**config.mk**
```make
export PLATFORM = sky130hd
export DESIGN_NAME = iso_completer_flat
export DESIGN_NICKNAME = d
export VERILOG_FILES = /design/src/logic/iso_pkg.sv /design/src/logic/iso_link_if.sv /design/src/logic/iso_fifo.sv /design/src/logic/iso_completer.sv /design/src/flat_wrapper.sv
export SDC_FILE = /design/constraint.sdc
export NUM_CORES = 1
export LEC_CHECK = 0
export ABC_AREA = 1
export BUFFER_PORTS_ARGS = -buffer_cell sky130_fd_sc_hd__buf_4
export CORE_MARGIN = 4
export CORE_UTILIZATION = 49
export DETAILED_ROUTE_END_ITERATION = 12
export GPL_TIMING_DRIVEN = 0
export PLACE_DENSITY = 0.66
export SYNTH_ARGS = -nofsm -noshare
export SYNTH_HDL_FRONTEND = slang
export SYNTH_SLANG_ARGS = --single-unit
```
**constraint.sdc**
```tcl
create_clock -name clk_sys_i -period 6.2 [get_ports clk_sys_i]
set_clock_uncertainty 0.1 [all_clocks]
set_input_delay 0.93 -clock clk_sys_i [delete_from_list [all_inputs] [get_ports clk_sys_i]]
set_output_delay 0.93 -clock clk_sys_i [all_outputs]
set_load 0.005 [all_outputs]
```
**src/logic/iso_pkg.sv**
```systemverilog
package iso_pkg;

    localparam int unsigned CLK_PERIOD_NS    = 10;
    localparam int unsigned SLOT_TIME_NS     = 100;
    localparam int unsigned SLOT_CYC         = SLOT_TIME_NS / CLK_PERIOD_NS;
    localparam int unsigned MAX_ISO_LAT_NS   = 2000;
    localparam int unsigned MAX_ISO_LAT_CYC  = MAX_ISO_LAT_NS / CLK_PERIOD_NS;

    localparam int unsigned NUM_SLOTS        = 8;
    localparam int unsigned SLOT_IDX_W       = 3;
    localparam int unsigned FIFO_DEPTH       = 16;
    localparam int unsigned LEN_W            = 10;
    localparam int unsigned DATA_W           = 32;
    localparam int unsigned TC_W             = 3;
    localparam int unsigned NUM_TC           = 8;
    localparam int unsigned CAP_W            = 7;
    localparam int unsigned AGE_W            = 12;
    localparam int unsigned SCNT_W           = 8;

    // Raw slot capacity, less slots lost to partial-write read-modify-write
    localparam logic [CAP_W-1:0] RAW_TIME_SLOTS     = 7'h08;
    localparam logic [CAP_W-1:0] PARTIAL_WR_SLOTS   = 7'h02;
    localparam logic [CAP_W-1:0] CAP_TIME_SLOTS     =
        RAW_TIME_SLOTS - PARTIAL_WR_SLOTS;
    // Payload size code n means 32 << n dwords (128 << n bytes)
    localparam logic [LEN_W-1:0] MPS_BASE_DW        = 10'h020;
    localparam logic [2:0]       MPS_CODE_MAX       = 3'h5;

    typedef struct packed {
        logic              cpl;
        logic              rd;
        logic [TC_W-1:0]   tc;
        logic              ns;
        logic [LEN_W-1:0]  len;
        logic [DATA_W-1:0] data;
    } req_t;

    localparam int unsigned REQ_W = $bits(req_t);

endpackage

```
**src/logic/iso_link_if.sv**
```systemverilog
`timescale 1ns/10ps
interface iso_link_if;
    import iso_pkg::*;

    logic                 req_valid;
    logic                 req_ready;
    req_t                 req;
    logic                 rsp_valid;
    logic                 rsp_reject;
    logic [CAP_W-1:0]     cap_slots;
    logic                 cap_rej_snoop;

    modport requester (
        output req_valid,
        input  req_ready,
        output req,
        input  rsp_valid,
        input  rsp_reject,
        input  cap_slots,
        input  cap_rej_snoop
    );

    modport completer (
        input  req_valid,
        output req_ready,
        input  req,
        output rsp_valid,
        output rsp_reject,
        output cap_slots,
        output cap_rej_snoop
    );

endinterface

```
**src/logic/iso_fifo.sv**
```systemverilog
`timescale 1ns/10ps
module iso_fifo #(
    parameter int unsigned WIDTH = 8,
    parameter int unsigned DEPTH = 16
) (
    input  wire logic             clk_sys_i,
    input  wire logic             nrst_i,
    input  wire logic             in_valid_i,
    output logic                  in_ready_o,
    input  wire logic [WIDTH-1:0] in_data_i,
    output logic                  out_valid_o,
    input  wire logic             out_ready_i,
    output logic      [WIDTH-1:0] out_data_o
);
    localparam int unsigned AW = $clog2(DEPTH);

    logic [WIDTH-1:0] mem_q [DEPTH];
    logic [AW-1:0]    wr_q;
    logic [AW-1:0]    wr_d;
    logic [AW-1:0]    rd_q;
    logic [AW-1:0]    rd_d;
    logic [AW:0]      cnt_q;
    logic [AW:0]      cnt_d;
    logic             push;
    logic             pop;

    assign in_ready_o  = (cnt_q != (AW+1)'(DEPTH));
    assign out_valid_o = (cnt_q != '0);
    assign out_data_o  = mem_q[rd_q];
    assign push        = in_valid_i & in_ready_o;
    assign pop         = out_valid_o & out_ready_i;

    always_comb begin
        wr_d  = push ? wr_q + AW'(1) : wr_q;
        rd_d  = pop ? rd_q + AW'(1) : rd_q;
        cnt_d = cnt_q + (AW+1)'(push) - (AW+1)'(pop);
    end

    always_ff @(posedge clk_sys_i or negedge nrst_i) begin
        if (!nrst_i) begin
            wr_q  <= '0;
            rd_q  <= '0;
            cnt_q <= '0;
        end else begin
            wr_q  <= wr_d;
            rd_q  <= rd_d;
            cnt_q <= cnt_d;
        end
    end

    // Storage has no reset; contents are qualified by the count
    always_ff @(posedge clk_sys_i) begin
        if (push) begin
            mem_q[wr_q] <= in_data_i;
        end
    end

endmodule

```
**src/logic/iso_completer.sv**
```systemverilog
`timescale 1ns/10ps
module iso_completer
    import iso_pkg::*;
(
    input  wire logic                  clk_sys_i,
    input  wire logic                  nrst_i,
    iso_link_if.completer              link,
    input  wire logic [NUM_TC-1:0]     cfg_tc_vc_map_i,
    input  wire logic [NUM_SLOTS-1:0]  cfg_slot_map_i,
    input  wire logic                  cfg_rej_snoop_i,
    input  wire logic                  late_clr_i,
    output logic                       svc_valid_o,
    output logic                       svc_cpl_o,
    output logic                       svc_iso_o,
    output logic                       svc_rd_o,
    output logic      [TC_W-1:0]       svc_tc_o,
    output logic      [LEN_W-1:0]      svc_len_o,
    output logic      [DATA_W-1:0]     svc_data_o,
    output logic                       late_o,
    output logic      [SLOT_IDX_W-1:0] slot_idx_o
);
    logic             head_valid;
    logic [REQ_W-1:0] head_bits;
    req_t             head;
    logic             grant;
    logic             head_iso;
    logic             reject;

    // Depth absorbs a uniform isochronous burst without holding credit
    iso_fifo #(
        .WIDTH (REQ_W),
        .DEPTH (FIFO_DEPTH)
    ) u_fifo (
        .clk_sys_i   (clk_sys_i),
        .nrst_i      (nrst_i),
        .in_valid_i  (link.req_valid),
        .in_ready_o  (link.req_ready),
        .in_data_i   (link.req),
        .out_valid_o (head_valid),
        .out_ready_i (grant),
        .out_data_o  (head_bits)
    );

    assign head = req_t'(head_bits);

    // Slot timer
    logic [SCNT_W-1:0]     scnt_q;
    logic [SCNT_W-1:0]     scnt_d;
    logic [SLOT_IDX_W-1:0] sidx_q;
    logic [SLOT_IDX_W-1:0] sidx_d;
    logic                  token_q;
    logic                  token_d;
    logic                  slot_end;

    assign slot_end = (scnt_q == SCNT_W'(SLOT_CYC - 1));

    always_comb begin
        // One TC-to-VC map stands for every function of the link
        head_iso = cfg_tc_vc_map_i[head.tc];
        grant    = 1'b0;
        if (head_valid) begin
            if (head.cpl) begin
                grant = 1'b1;
            end else if (head_iso) begin
                grant = token_q;
            end else begin
                grant = ~cfg_slot_map_i[sidx_q];
            end
        end
        scnt_d  = slot_end ? '0 : scnt_q + SCNT_W'(1);
        sidx_d  = slot_end ? sidx_q + SLOT_IDX_W'(1) : sidx_q;
        token_d = token_q;
        if (grant && head_iso && !head.cpl) begin
            token_d = 1'b0;
        end
        if (slot_end) begin
            // One isochronous request per owned slot
            token_d = cfg_slot_map_i[sidx_d];
        end
    end

    always_ff @(posedge clk_sys_i or negedge nrst_i) begin
        if (!nrst_i) begin
            scnt_q  <= '0;
            sidx_q  <= '0;
            token_q <= 1'b0;
        end else begin
            scnt_q  <= scnt_d;
            sidx_q  <= sidx_d;
            token_q <= token_d;
        end
    end

    // Head age and lateness
    logic [AGE_W-1:0] age_q;
    logic [AGE_W-1:0] age_d;
    logic             late_q;
    logic             late_d;

    always_comb begin
        age_d = '0;
        if (head_valid && !grant && age_q != '1) begin
            age_d = age_q + AGE_W'(1);
        end
        late_d = late_q & ~late_clr_i;
        // Set wins over a clear in the same cycle
        if (grant && head_iso && !head.cpl
            && age_q > AGE_W'(MAX_ISO_LAT_CYC)) begin
            late_d = 1'b1;
        end
    end

    always_ff @(posedge clk_sys_i or negedge nrst_i) begin
        if (!nrst_i) begin
            age_q  <= '0;
            late_q <= 1'b0;
        end else begin
            age_q  <= age_d;
            late_q <= late_d;
        end
    end

    // Service and response outputs
    logic             rsp_v_q;
    logic             rsp_v_d;
    logic             rsp_rej_q;
    logic             rsp_rej_d;
    logic             sv_q;
    logic             sv_d;
    logic             siso_q;
    logic             siso_d;
    req_t             sreq_q;
    req_t             sreq_d;

    assign reject = head_iso & ~head.cpl & cfg_rej_snoop_i & ~head.ns;

    always_comb begin
        rsp_v_d   = grant & ~head.cpl;
        rsp_rej_d = grant & reject;
        sv_d      = grant & ~reject;
        siso_d    = grant ? head_iso : siso_q;
        sreq_d    = grant ? head : sreq_q;
    end

    always_ff @(posedge clk_sys_i or negedge nrst_i) begin
        if (!nrst_i) begin
            rsp_v_q   <= 1'b0;
            rsp_rej_q <= 1'b0;
            sv_q      <= 1'b0;
            siso_q    <= 1'b0;
            sreq_q    <= '0;
        end else begin
            rsp_v_q   <= rsp_v_d;
            rsp_rej_q <= rsp_rej_d;
            sv_q      <= sv_d;
            siso_q    <= siso_d;
            sreq_q    <= sreq_d;
        end
    end

    // Capability advertisement: slot count fixed, snoop rejection flag follows config one cycle later
    logic cap_rs_q;

    always_ff @(posedge clk_sys_i or negedge nrst_i) begin
        if (!nrst_i) begin
            cap_rs_q <= 1'b0;
        end else begin
            cap_rs_q <= cfg_rej_snoop_i;
        end
    end

    assign link.cap_slots     = CAP_TIME_SLOTS;
    assign link.cap_rej_snoop = cap_rs_q;
    assign link.rsp_valid     = rsp_v_q;
    assign link.rsp_reject    = rsp_rej_q;

    assign svc_valid_o = sv_q;
    assign svc_cpl_o   = sreq_q.cpl;
    assign svc_iso_o   = siso_q;
    assign svc_rd_o    = sreq_q.rd;
    assign svc_tc_o    = sreq_q.tc;
    assign svc_len_o   = sreq_q.len;
    assign svc_data_o  = sreq_q.data;
    assign late_o      = late_q;
    assign slot_idx_o  = sidx_q;

endmodule

```
**src/flat_wrapper.sv**
```systemverilog
// flat-port wrapper written by rule: the top's interface ports become plain ports
module iso_completer_flat import iso_pkg::*;
  (clk_sys_i, nrst_i, cfg_tc_vc_map_i, cfg_slot_map_i, cfg_rej_snoop_i, late_clr_i, svc_valid_o, svc_cpl_o, svc_iso_o, svc_rd_o, svc_tc_o, svc_len_o, svc_data_o, late_o, slot_idx_o, link_req_valid, link_req_ready, link_req, link_rsp_valid, link_rsp_reject, link_cap_slots, link_cap_rej_snoop);
  iso_link_if link_i ();
  input  wire logic clk_sys_i;
  input  wire logic nrst_i;
  input  wire logic [NUM_TC-1:0] cfg_tc_vc_map_i;
  input  wire logic [NUM_SLOTS-1:0] cfg_slot_map_i;
  input  wire logic cfg_rej_snoop_i;
  input  wire logic late_clr_i;
  output logic svc_valid_o;
  output logic svc_cpl_o;
  output logic svc_iso_o;
  output logic svc_rd_o;
  output logic      [TC_W-1:0] svc_tc_o;
  output logic      [LEN_W-1:0] svc_len_o;
  output logic      [DATA_W-1:0] svc_data_o;
  output logic late_o;
  output logic      [SLOT_IDX_W-1:0] slot_idx_o;
  input wire logic [$bits(link_i.req_valid)-1:0] link_req_valid;
  output wire logic [$bits(link_i.req_ready)-1:0] link_req_ready;
  input wire logic [$bits(link_i.req)-1:0] link_req;
  output wire logic [$bits(link_i.rsp_valid)-1:0] link_rsp_valid;
  output wire logic [$bits(link_i.rsp_reject)-1:0] link_rsp_reject;
  output wire logic [$bits(link_i.cap_slots)-1:0] link_cap_slots;
  output wire logic [$bits(link_i.cap_rej_snoop)-1:0] link_cap_rej_snoop;
  assign link_i.req_valid = link_req_valid;
  assign link_req_ready = link_i.req_ready;
  assign link_i.req = link_req;
  assign link_rsp_valid = link_i.rsp_valid;
  assign link_rsp_reject = link_i.rsp_reject;
  assign link_cap_slots = link_i.cap_slots;
  assign link_cap_rej_snoop = link_i.cap_rej_snoop;
  iso_completer u_core (.clk_sys_i(clk_sys_i), .nrst_i(nrst_i), .link(link_i), .cfg_tc_vc_map_i(cfg_tc_vc_map_i), .cfg_slot_map_i(cfg_slot_map_i), .cfg_rej_snoop_i(cfg_rej_snoop_i), .late_clr_i(late_clr_i), .svc_valid_o(svc_valid_o), .svc_cpl_o(svc_cpl_o), .svc_iso_o(svc_iso_o), .svc_rd_o(svc_rd_o), .svc_tc_o(svc_tc_o), .svc_len_o(svc_len_o), .svc_data_o(svc_data_o), .late_o(late_o), .slot_idx_o(slot_idx_o));
endmodule
```
==> Word-level counts from Yosys, hierarchy flattened <==
Memory sizes are Yosys's and may differ from the RTL's.
Index checks and enable logic that the tools add are counted.
{ "classes": {"n_lt_le_gt_ge": 4, "eq_ne": 3, "bitwise_logic": 14, "n_addsub": 7, "mux": 17, "n_reduce_logical": 9} }
{ "op_table": {"columns": ["operator", "n"], "rows": [
  ["$add A12 B1 Y12 const B", 1],
  ["$gt A12 B8 Y1 const B", 1],
  ["$lt A3 B4 Y1 const B", 3],
  ["$mux W12", 1],
  ["$ne A12 B12 Y1 const B", 1],
  ["$mux W1", 11],
  ["$and A1 B1 Y1", 9],
  ["$bmux W1 S3", 3],
  ["$add A4 B1 Y4 const B", 2],
  ["$add A8 B1 Y8 const B", 1],
  ["$eq A8 B4 Y1 const B", 1],
  ["$mux W8", 1],
  ["$add A5 B1 Y5", 1],
  ["$logic_and A1 B1 Y1", 5],
  ["$ne A5 B5 Y1 const B", 1],
  ["$not A1 Y1", 5],
  ["$reduce_bool A5 Y1", 1],
  ["$sub A5 B1 Y5", 1],
  ["$add A3 B1 Y3 const B", 1],
  ["$mux W3", 1],
  ["$logic_not A1 Y1", 2],
  ["$reduce_bool A2 Y1", 1]
]} }
{ "totals": {"elab_cells": 73, "mem_count": 1, "ff_bits": 90, "ram_bits": 768, "in_bits": 69, "out_inout_bits": 64} }
{ "mem_list": {"columns": ["name", "words", "width", "rd", "rd_ports_with_merged_regs", "write_ports", "line_no", "source"], "rows": [
  ["u_core.u_fifo.mem_q", 16, 48, 1, 0, 1, "iso_fifo.sv:17", "logic [WIDTH-1:0] mem_q [DEPTH];"]
]} }

==> Longest topological paths before layout <==
{ "logic_depth": {"word_depth": 10, "mapped_depth": 26, "ltp_nobuf": 24} }

==> Cells and area by module <==
A second synthesis with hierarchy kept.
{ "unflattened": {"hier_cells": 3528, "hier_area_um2": 36381.1} }
{ "by_module_without_submodules": {"columns": ["module", "cells_per_inst", "seq_area_each_um2", "n_inst", "area_each_um2"], "rows": [
  ["iso_fifo", 3092, 23387.4, 1, 32773.9],
  ["iso_completer", 436, 1926.8, 1, 3607.2]
]} }

==> Worst setup path before layout <==
No wires, ideal clock.
{ "synth_timing": {"path_kind": "input port to flip-flop", "start": "input link_req_valid", "end": "memory u_core.u_fifo.mem_q[11][0] (netlist name) (enable)", "t_arrival_ns": 3.323, "path_slack_ns": 2.324, "setup_time_ns": 0.454, "path_stages": 4, "required_ns": 5.646, "path_buffers": 0, "cell_sequence": "nand2_1 inv_1 nand2_1 nor2_1"} }
{ "synth_between": {"elab_chain_cells": 3} }
{ "synth_rtl": {"columns": ["item", "line_no", "source"], "rows": [
  ["from (decl)", "flat_wrapper.sv:20", "input wire logic [$bits(link_i.req_valid)-1:0] link_req_valid;"],
  ["$and A1 B1 Y1", "iso_fifo.sv:30", "assign push = in_valid_i & in_ready_o;"],
  ["$mux W1", "iso_fifo.sv:53", "if (push) begin"],
  ["$mux W1 (implied by the code)", "iso_fifo.sv:54", "mem_q[wr_q] <= in_data_i;"],
  ["to (decl)", "iso_fifo.sv:17", null]
]} }
No other way between the ends.

==> Worst setup path after layout <==
{ "layout_timing": {"start": "register u_core.u_fifo.rd_q[1]", "end": "register u_core.u_fifo.cnt_q[4]"} }
{ "layout_between": {"elab_chain_cells": 8} }
{ "layout_rtl": {"columns": ["item", "line_no", "source"], "rows": [
  ["from (decl)", "iso_fifo.sv:20", "logic [AW-1:0] rd_q;"],
  ["from (signal assigned)", "iso_fifo.sv:46", "rd_q <= rd_d;"],
  ["$mem_v2 Z16 W48 (*)", null, null],
  ["$bmux W1 S3", "iso_completer.sv:59", "head_iso = cfg_tc_vc_map_i[head.tc];"],
  ["$mux W1 (implied by the code)", "iso_completer.sv:59", null],
  ["$mux W1", "iso_completer.sv:64", "end else if (head_iso) begin"],
  ["$mux W1 (*)", "iso_completer.sv:62", "if (head.cpl) begin"],
  ["$mux W1 (*)", "iso_completer.sv:61", "if (head_valid) begin"],
  ["via u_core.grant", "iso_completer.sv:25", "logic grant;"],
  ["$and A1 B1 Y1 (*)", "iso_fifo.sv:31", "assign pop = out_valid_o & out_ready_i;"],
  ["$sub A5 B1 Y5 (*)", "iso_fifo.sv:36", "cnt_d = cnt_q + (AW+1)'(push) - (AW+1)'(pop);"],
  ["via u_core.u_fifo.cnt_d[4]", "iso_fifo.sv:23", "logic [AW:0] cnt_d;"],
  ["to (signal assigned)", "iso_fifo.sv:47", "cnt_q <= cnt_d;"],
  ["to (decl)", "iso_fifo.sv:22", "logic [AW:0] cnt_q;"]
]} }
Mark *: on every way through the listed nets, which the timed path passes. The rest lies on a longest branch. The select of a mux whose other input is x is not followed.
A chain may end at the register's enable or synchronous reset.

==> results.cfg <==
[final_layout]
area_delta_synth_final_pct = 17.2
final_layout_net_count = 2965
final_layout_size_suffix_gt1_share_pct = 12.1
filler_cell_count = 5299

[timing]
fin_setup_tns_ns = 0
max_clock_freq_mhz = 225
final_max_slew_viol_count = 0
timing.final.crit_period_ns = 4.45
setup_violations = 0
worst_slew_pin_slew_ns = 1.12
max_slew_margin_pct = 25.4
final_worst_path_cycle_share_pct = 71.8
timing.hold.ws_ns = 0.0368
grt_setup_unrepaired = no
timing.final.hold_violations = 0

[global_route]
grt_usage_pct = 27.3
grt_first_pass_wirelength_mm = 147
number_of_antenna_violations_at_the_first_check_in_global_routing = 5
grt_pass1_vias = 23100
maximum_number_of_pins_on_one_net_before_global_route_repair = 91
grt_overflow = 0

[logic_synthesis]
synth.area.top_cells = edfxtp_1 (68%), dfrtp_1 (6.7%), nand2_1 (5.6%)
synth_top_cell_by_area = edfxtp_1
synth.most_common_cell = edfxtp_1
synth.cells.most_frequent = edfxtp_1 (768), nand2_1 (504), o21ai_0 (272)
synth_seq_area_share_pct = 74.9
synth-edff-count = 768
ys_ff_latch = 858
synth_largest_type_area_fraction_pct = 68.3
synth_async_sr_flop_share_pct = 10.5
avgSynthCellArea_um2 = 12.9
yosysUniqueCellTypes = 38
count_of_mapped_cells_out_of_synthesis = 2629
synth_area_um2 = 33800
synth.yosys.warnings = 0
synth-main-ff-cell = edfxtp_1

[die]
die_width_um = 271
design.die.area_um2 = 73200
dieHeight_um = 271
core.rowCount = 96
floorplan.initialDensity_pct = 49.4
ios = 133
fp.coreArea_um2 = 68500

[clocking]
clock_tree_from_tritoncts = built
ctsLongestPathBuffers = 3
post-cts-setup-buffers = 0
clkTransAtPathRegs_ns = 0.06
numClockSinks = 858
numCtsBuffers = 85
postCtsHoldBufs = 0
worst_skew_pair.late_latency_ns = 0.65
cts.repair.resized = 0
ctsHtreeMaxLevel = 3
clock_tree.root_cell = clkbuf_16

[drt]
dr.first_iter.drc_count = 3450
wl_per_cell_um = 26.7
routed_via_density = 6.14
wl_mm = 103
drt_pre_antenna_iters = 7
drc_errors = 0
antenna_violating_nets_post_route = 0
routed_via_count = 23500

[worst_setup_path]
path_common_cell = inv_1
critical-path-max-stage-delay_ns = 0.73
crit_path_cell_trace = buf_4, clkbuf_1, o21ai_0, o221ai_1, nand4_1, nand2_1, inv_1, nand2_1, nand2_2, inv_2, buf_2, ha_1, inv_1, ha_1, inv_1, fa_1, o21ai_0, a21oi_1, xor2_1
worst-path-buf-inv = 7
setup.worst_path.end_class = register
critical_path.startpoint = u_core.u_fifo.rd_q[1]
worst-endpoint-required_ns = 6.62
crit_path_start_kind = register
cp_data_arrival_time_ns = 4.87
worst-setup-path-type = reg2reg
path_max_fanout = 10
cpMaxStageDelayCell = clkbuf_1
timing.critical_path.max_delay_family = buffers and inverters
crit-reg2reg-launch = u_core.u_fifo.rd_q[1]

[place]
port_buffers = 125
finalWeightedCongestion = 0.873
hpwlAfterDp_mm = 66.8

[power_and_ir_drop]
power.sequential.fraction_pct = 35.6
p_int_mw = 12.3
static-leakage-power_nw = 14.1
worst_ir_drop_vdd_uv = 561
power-per-cell-area_nw_per_um2 = 521
power_frac_comb_pct = 38.5
power.share.switching_pct = 40.2
p_clk_share_pct = 25.9
total_switching_power_mw = 8.30

[status]
outcome = completed

[min_path]
hold_path_class = in2async

[flow_run]
count_of_maximum_capacitance_violations = 0
## kinds of logic (layout without fill, tap and decap cells)
kind of cell / after synthesis / in the layout / share of synthesized area [%]
AO/OA/AOI/OAI: 534 / 534 / 9.35
XOR/XNOR: 19 / 19 / 0.492
adder cells (fa/ha/maj): 17 / 17 / 0.652
AND/OR/NAND/NOR: 927 / 927 / 11.2
other: 2 / 11 / 0.0222
buffers and inverters: 272 / 588 / 3.37
flip-flops: 858 / 858 / 74.9
## through the flow
step	worst slack [ns]	area (um2)	power [mW]	instances	utilization, %
6_report	1.75	39600	20.6	3836	57.9
5_1_grt	1.53	39600	21.5	3833	57.9
4_1_cts	1.88	39600	20.5	3831	57.8
3_5_place_dp	1.88	36700	15.2	3673	53.6
3_3_place_gp	-0.512	35900	14.8	3641	52.4
2_1_floorplan	2.32	33800	11.6	2634	-
## layout make-up
cell class	instances	area (um2)	area share [%]
Antenna cell	4	10.0	0.0253
Multi-Input combinational cell	1504	7480	18.9
Inverter	109	409	1.03
Clock buffer	99	2210	5.58
Clock inverter	59	684	1.73
Timing Repair Buffer	158	1680	4.24
Sequential cell	858	25300	63.9
Tap cell	882	1100	2.79
Buffer	163	728	1.84
## path summary, 6_finish.rpt
| path | end | slack, ns | depth (start not counted) |
|---|---|---|---|
| setup / recovery | u_core.u_fifo.cnt_q[4] | 1.75 | 19 |
| hold / removal | u_core.scnt_q[5] | 0.04 | 1 |
| setup reg to reg | u_core.u_fifo.cnt_q[4] | 1.75 | 19 |
| hold reg to reg | u_core.age_q[0] | 0.37 | 1 |
| max in group asynchronous | u_core.svc_data_o[27] | 5.24 | 2 |
| min in group clk_sys_i | u_core.link.cap_rej_snoop | 0.32 | 1 |
## per-layer routing
layer  part of all wire (%)  up-vias  GRT usage [%]
li1                       -    10000              -
met3                     12      275           6.80
met1                     37    11600           35.9
met5                  0.013        -              0
met2                     47     1643           43.8
met4                    4.0        2           11.3
## placed cells by master (no fill, tap or decap), drive strengths merged, types with 15 or more instances in the layout
| master | netlist | final |
|---|---|---|
| clkbuf | 101 | 200 |
| nand3 | 95 | 95 |
| a21oi | 118 | 118 |
| clkinv | 1 | 38 |
| nand4 | 46 | 46 |
| o21ai | 273 | 273 |
| dfrtp | 90 | 90 |
| nand2 | 512 | 512 |
| buf | 62 | 220 |
| nor2 | 251 | 251 |
| a221oi | 27 | 27 |
| ha | 16 | 16 |
| edfxtp | 768 | 768 |
| xor2 | 15 | 15 |
| o22ai | 28 | 28 |
| o221ai | 62 | 62 |
| a32o | 18 | 18 |
| inv | 108 | 112 |
## sequential cells by signal (all words and copies together), names as in the netlist
register,count
u_core.svc_len_o,10
u_core.u_fifo.cnt_q,5
u_core.u_fifo.mem_q,768
u_core.token_q,1
u_core.u_fifo.wr_q,4
u_core.svc_rd_o,1
u_core.scnt_q,8
u_core.link.rsp_reject,1
u_core.svc_data_o,32
u_core.svc_valid_o,1
u_core.svc_cpl_o,1
u_core.link.rsp_valid,1
u_core.slot_idx_o,3
u_core.late_o,1
u_core.age_q,12
u_core.u_fifo.rd_q,4
u_core.link.cap_rej_snoop,1
u_core.svc_iso_o,1
u_core.svc_tc_o,3
## worst reg2reg max path, cell delays in order, from the launching register on
cell and delay, ns:
dfrtp_1 0.35, buf_4 0.19, clkbuf_1 0.73, o21ai_0 0.22, o221ai_1 0.23, nand4_1 0.14, nand2_1 0.15, inv_1 0.10
nand2_1 0.09, nand2_2 0.07, inv_2 0.08, buf_2 0.41, ha_1 0.33, inv_1 0.05, ha_1 0.15, inv_1 0.06
fa_1 0.42, o21ai_0 0.21, a21oi_1 0.11, xor2_1 0.15
## power groups by stage
stage / logic [mW] / registers (mW) / clock network [mW]
3_5_place_dp: 7.72 / 7.45 / 0
2_1_floorplan: 4.14 / 7.44 / 0
6_report: 7.93 / 7.34 / 5.35
3_3_place_gp: 7.33 / 7.51 / 0
4_1_cts: 7.77 / 7.34 / 5.39
5_1_grt: 8.45 / 7.39 / 5.62
Note: power is estimated with default switching activity, not from simulation.
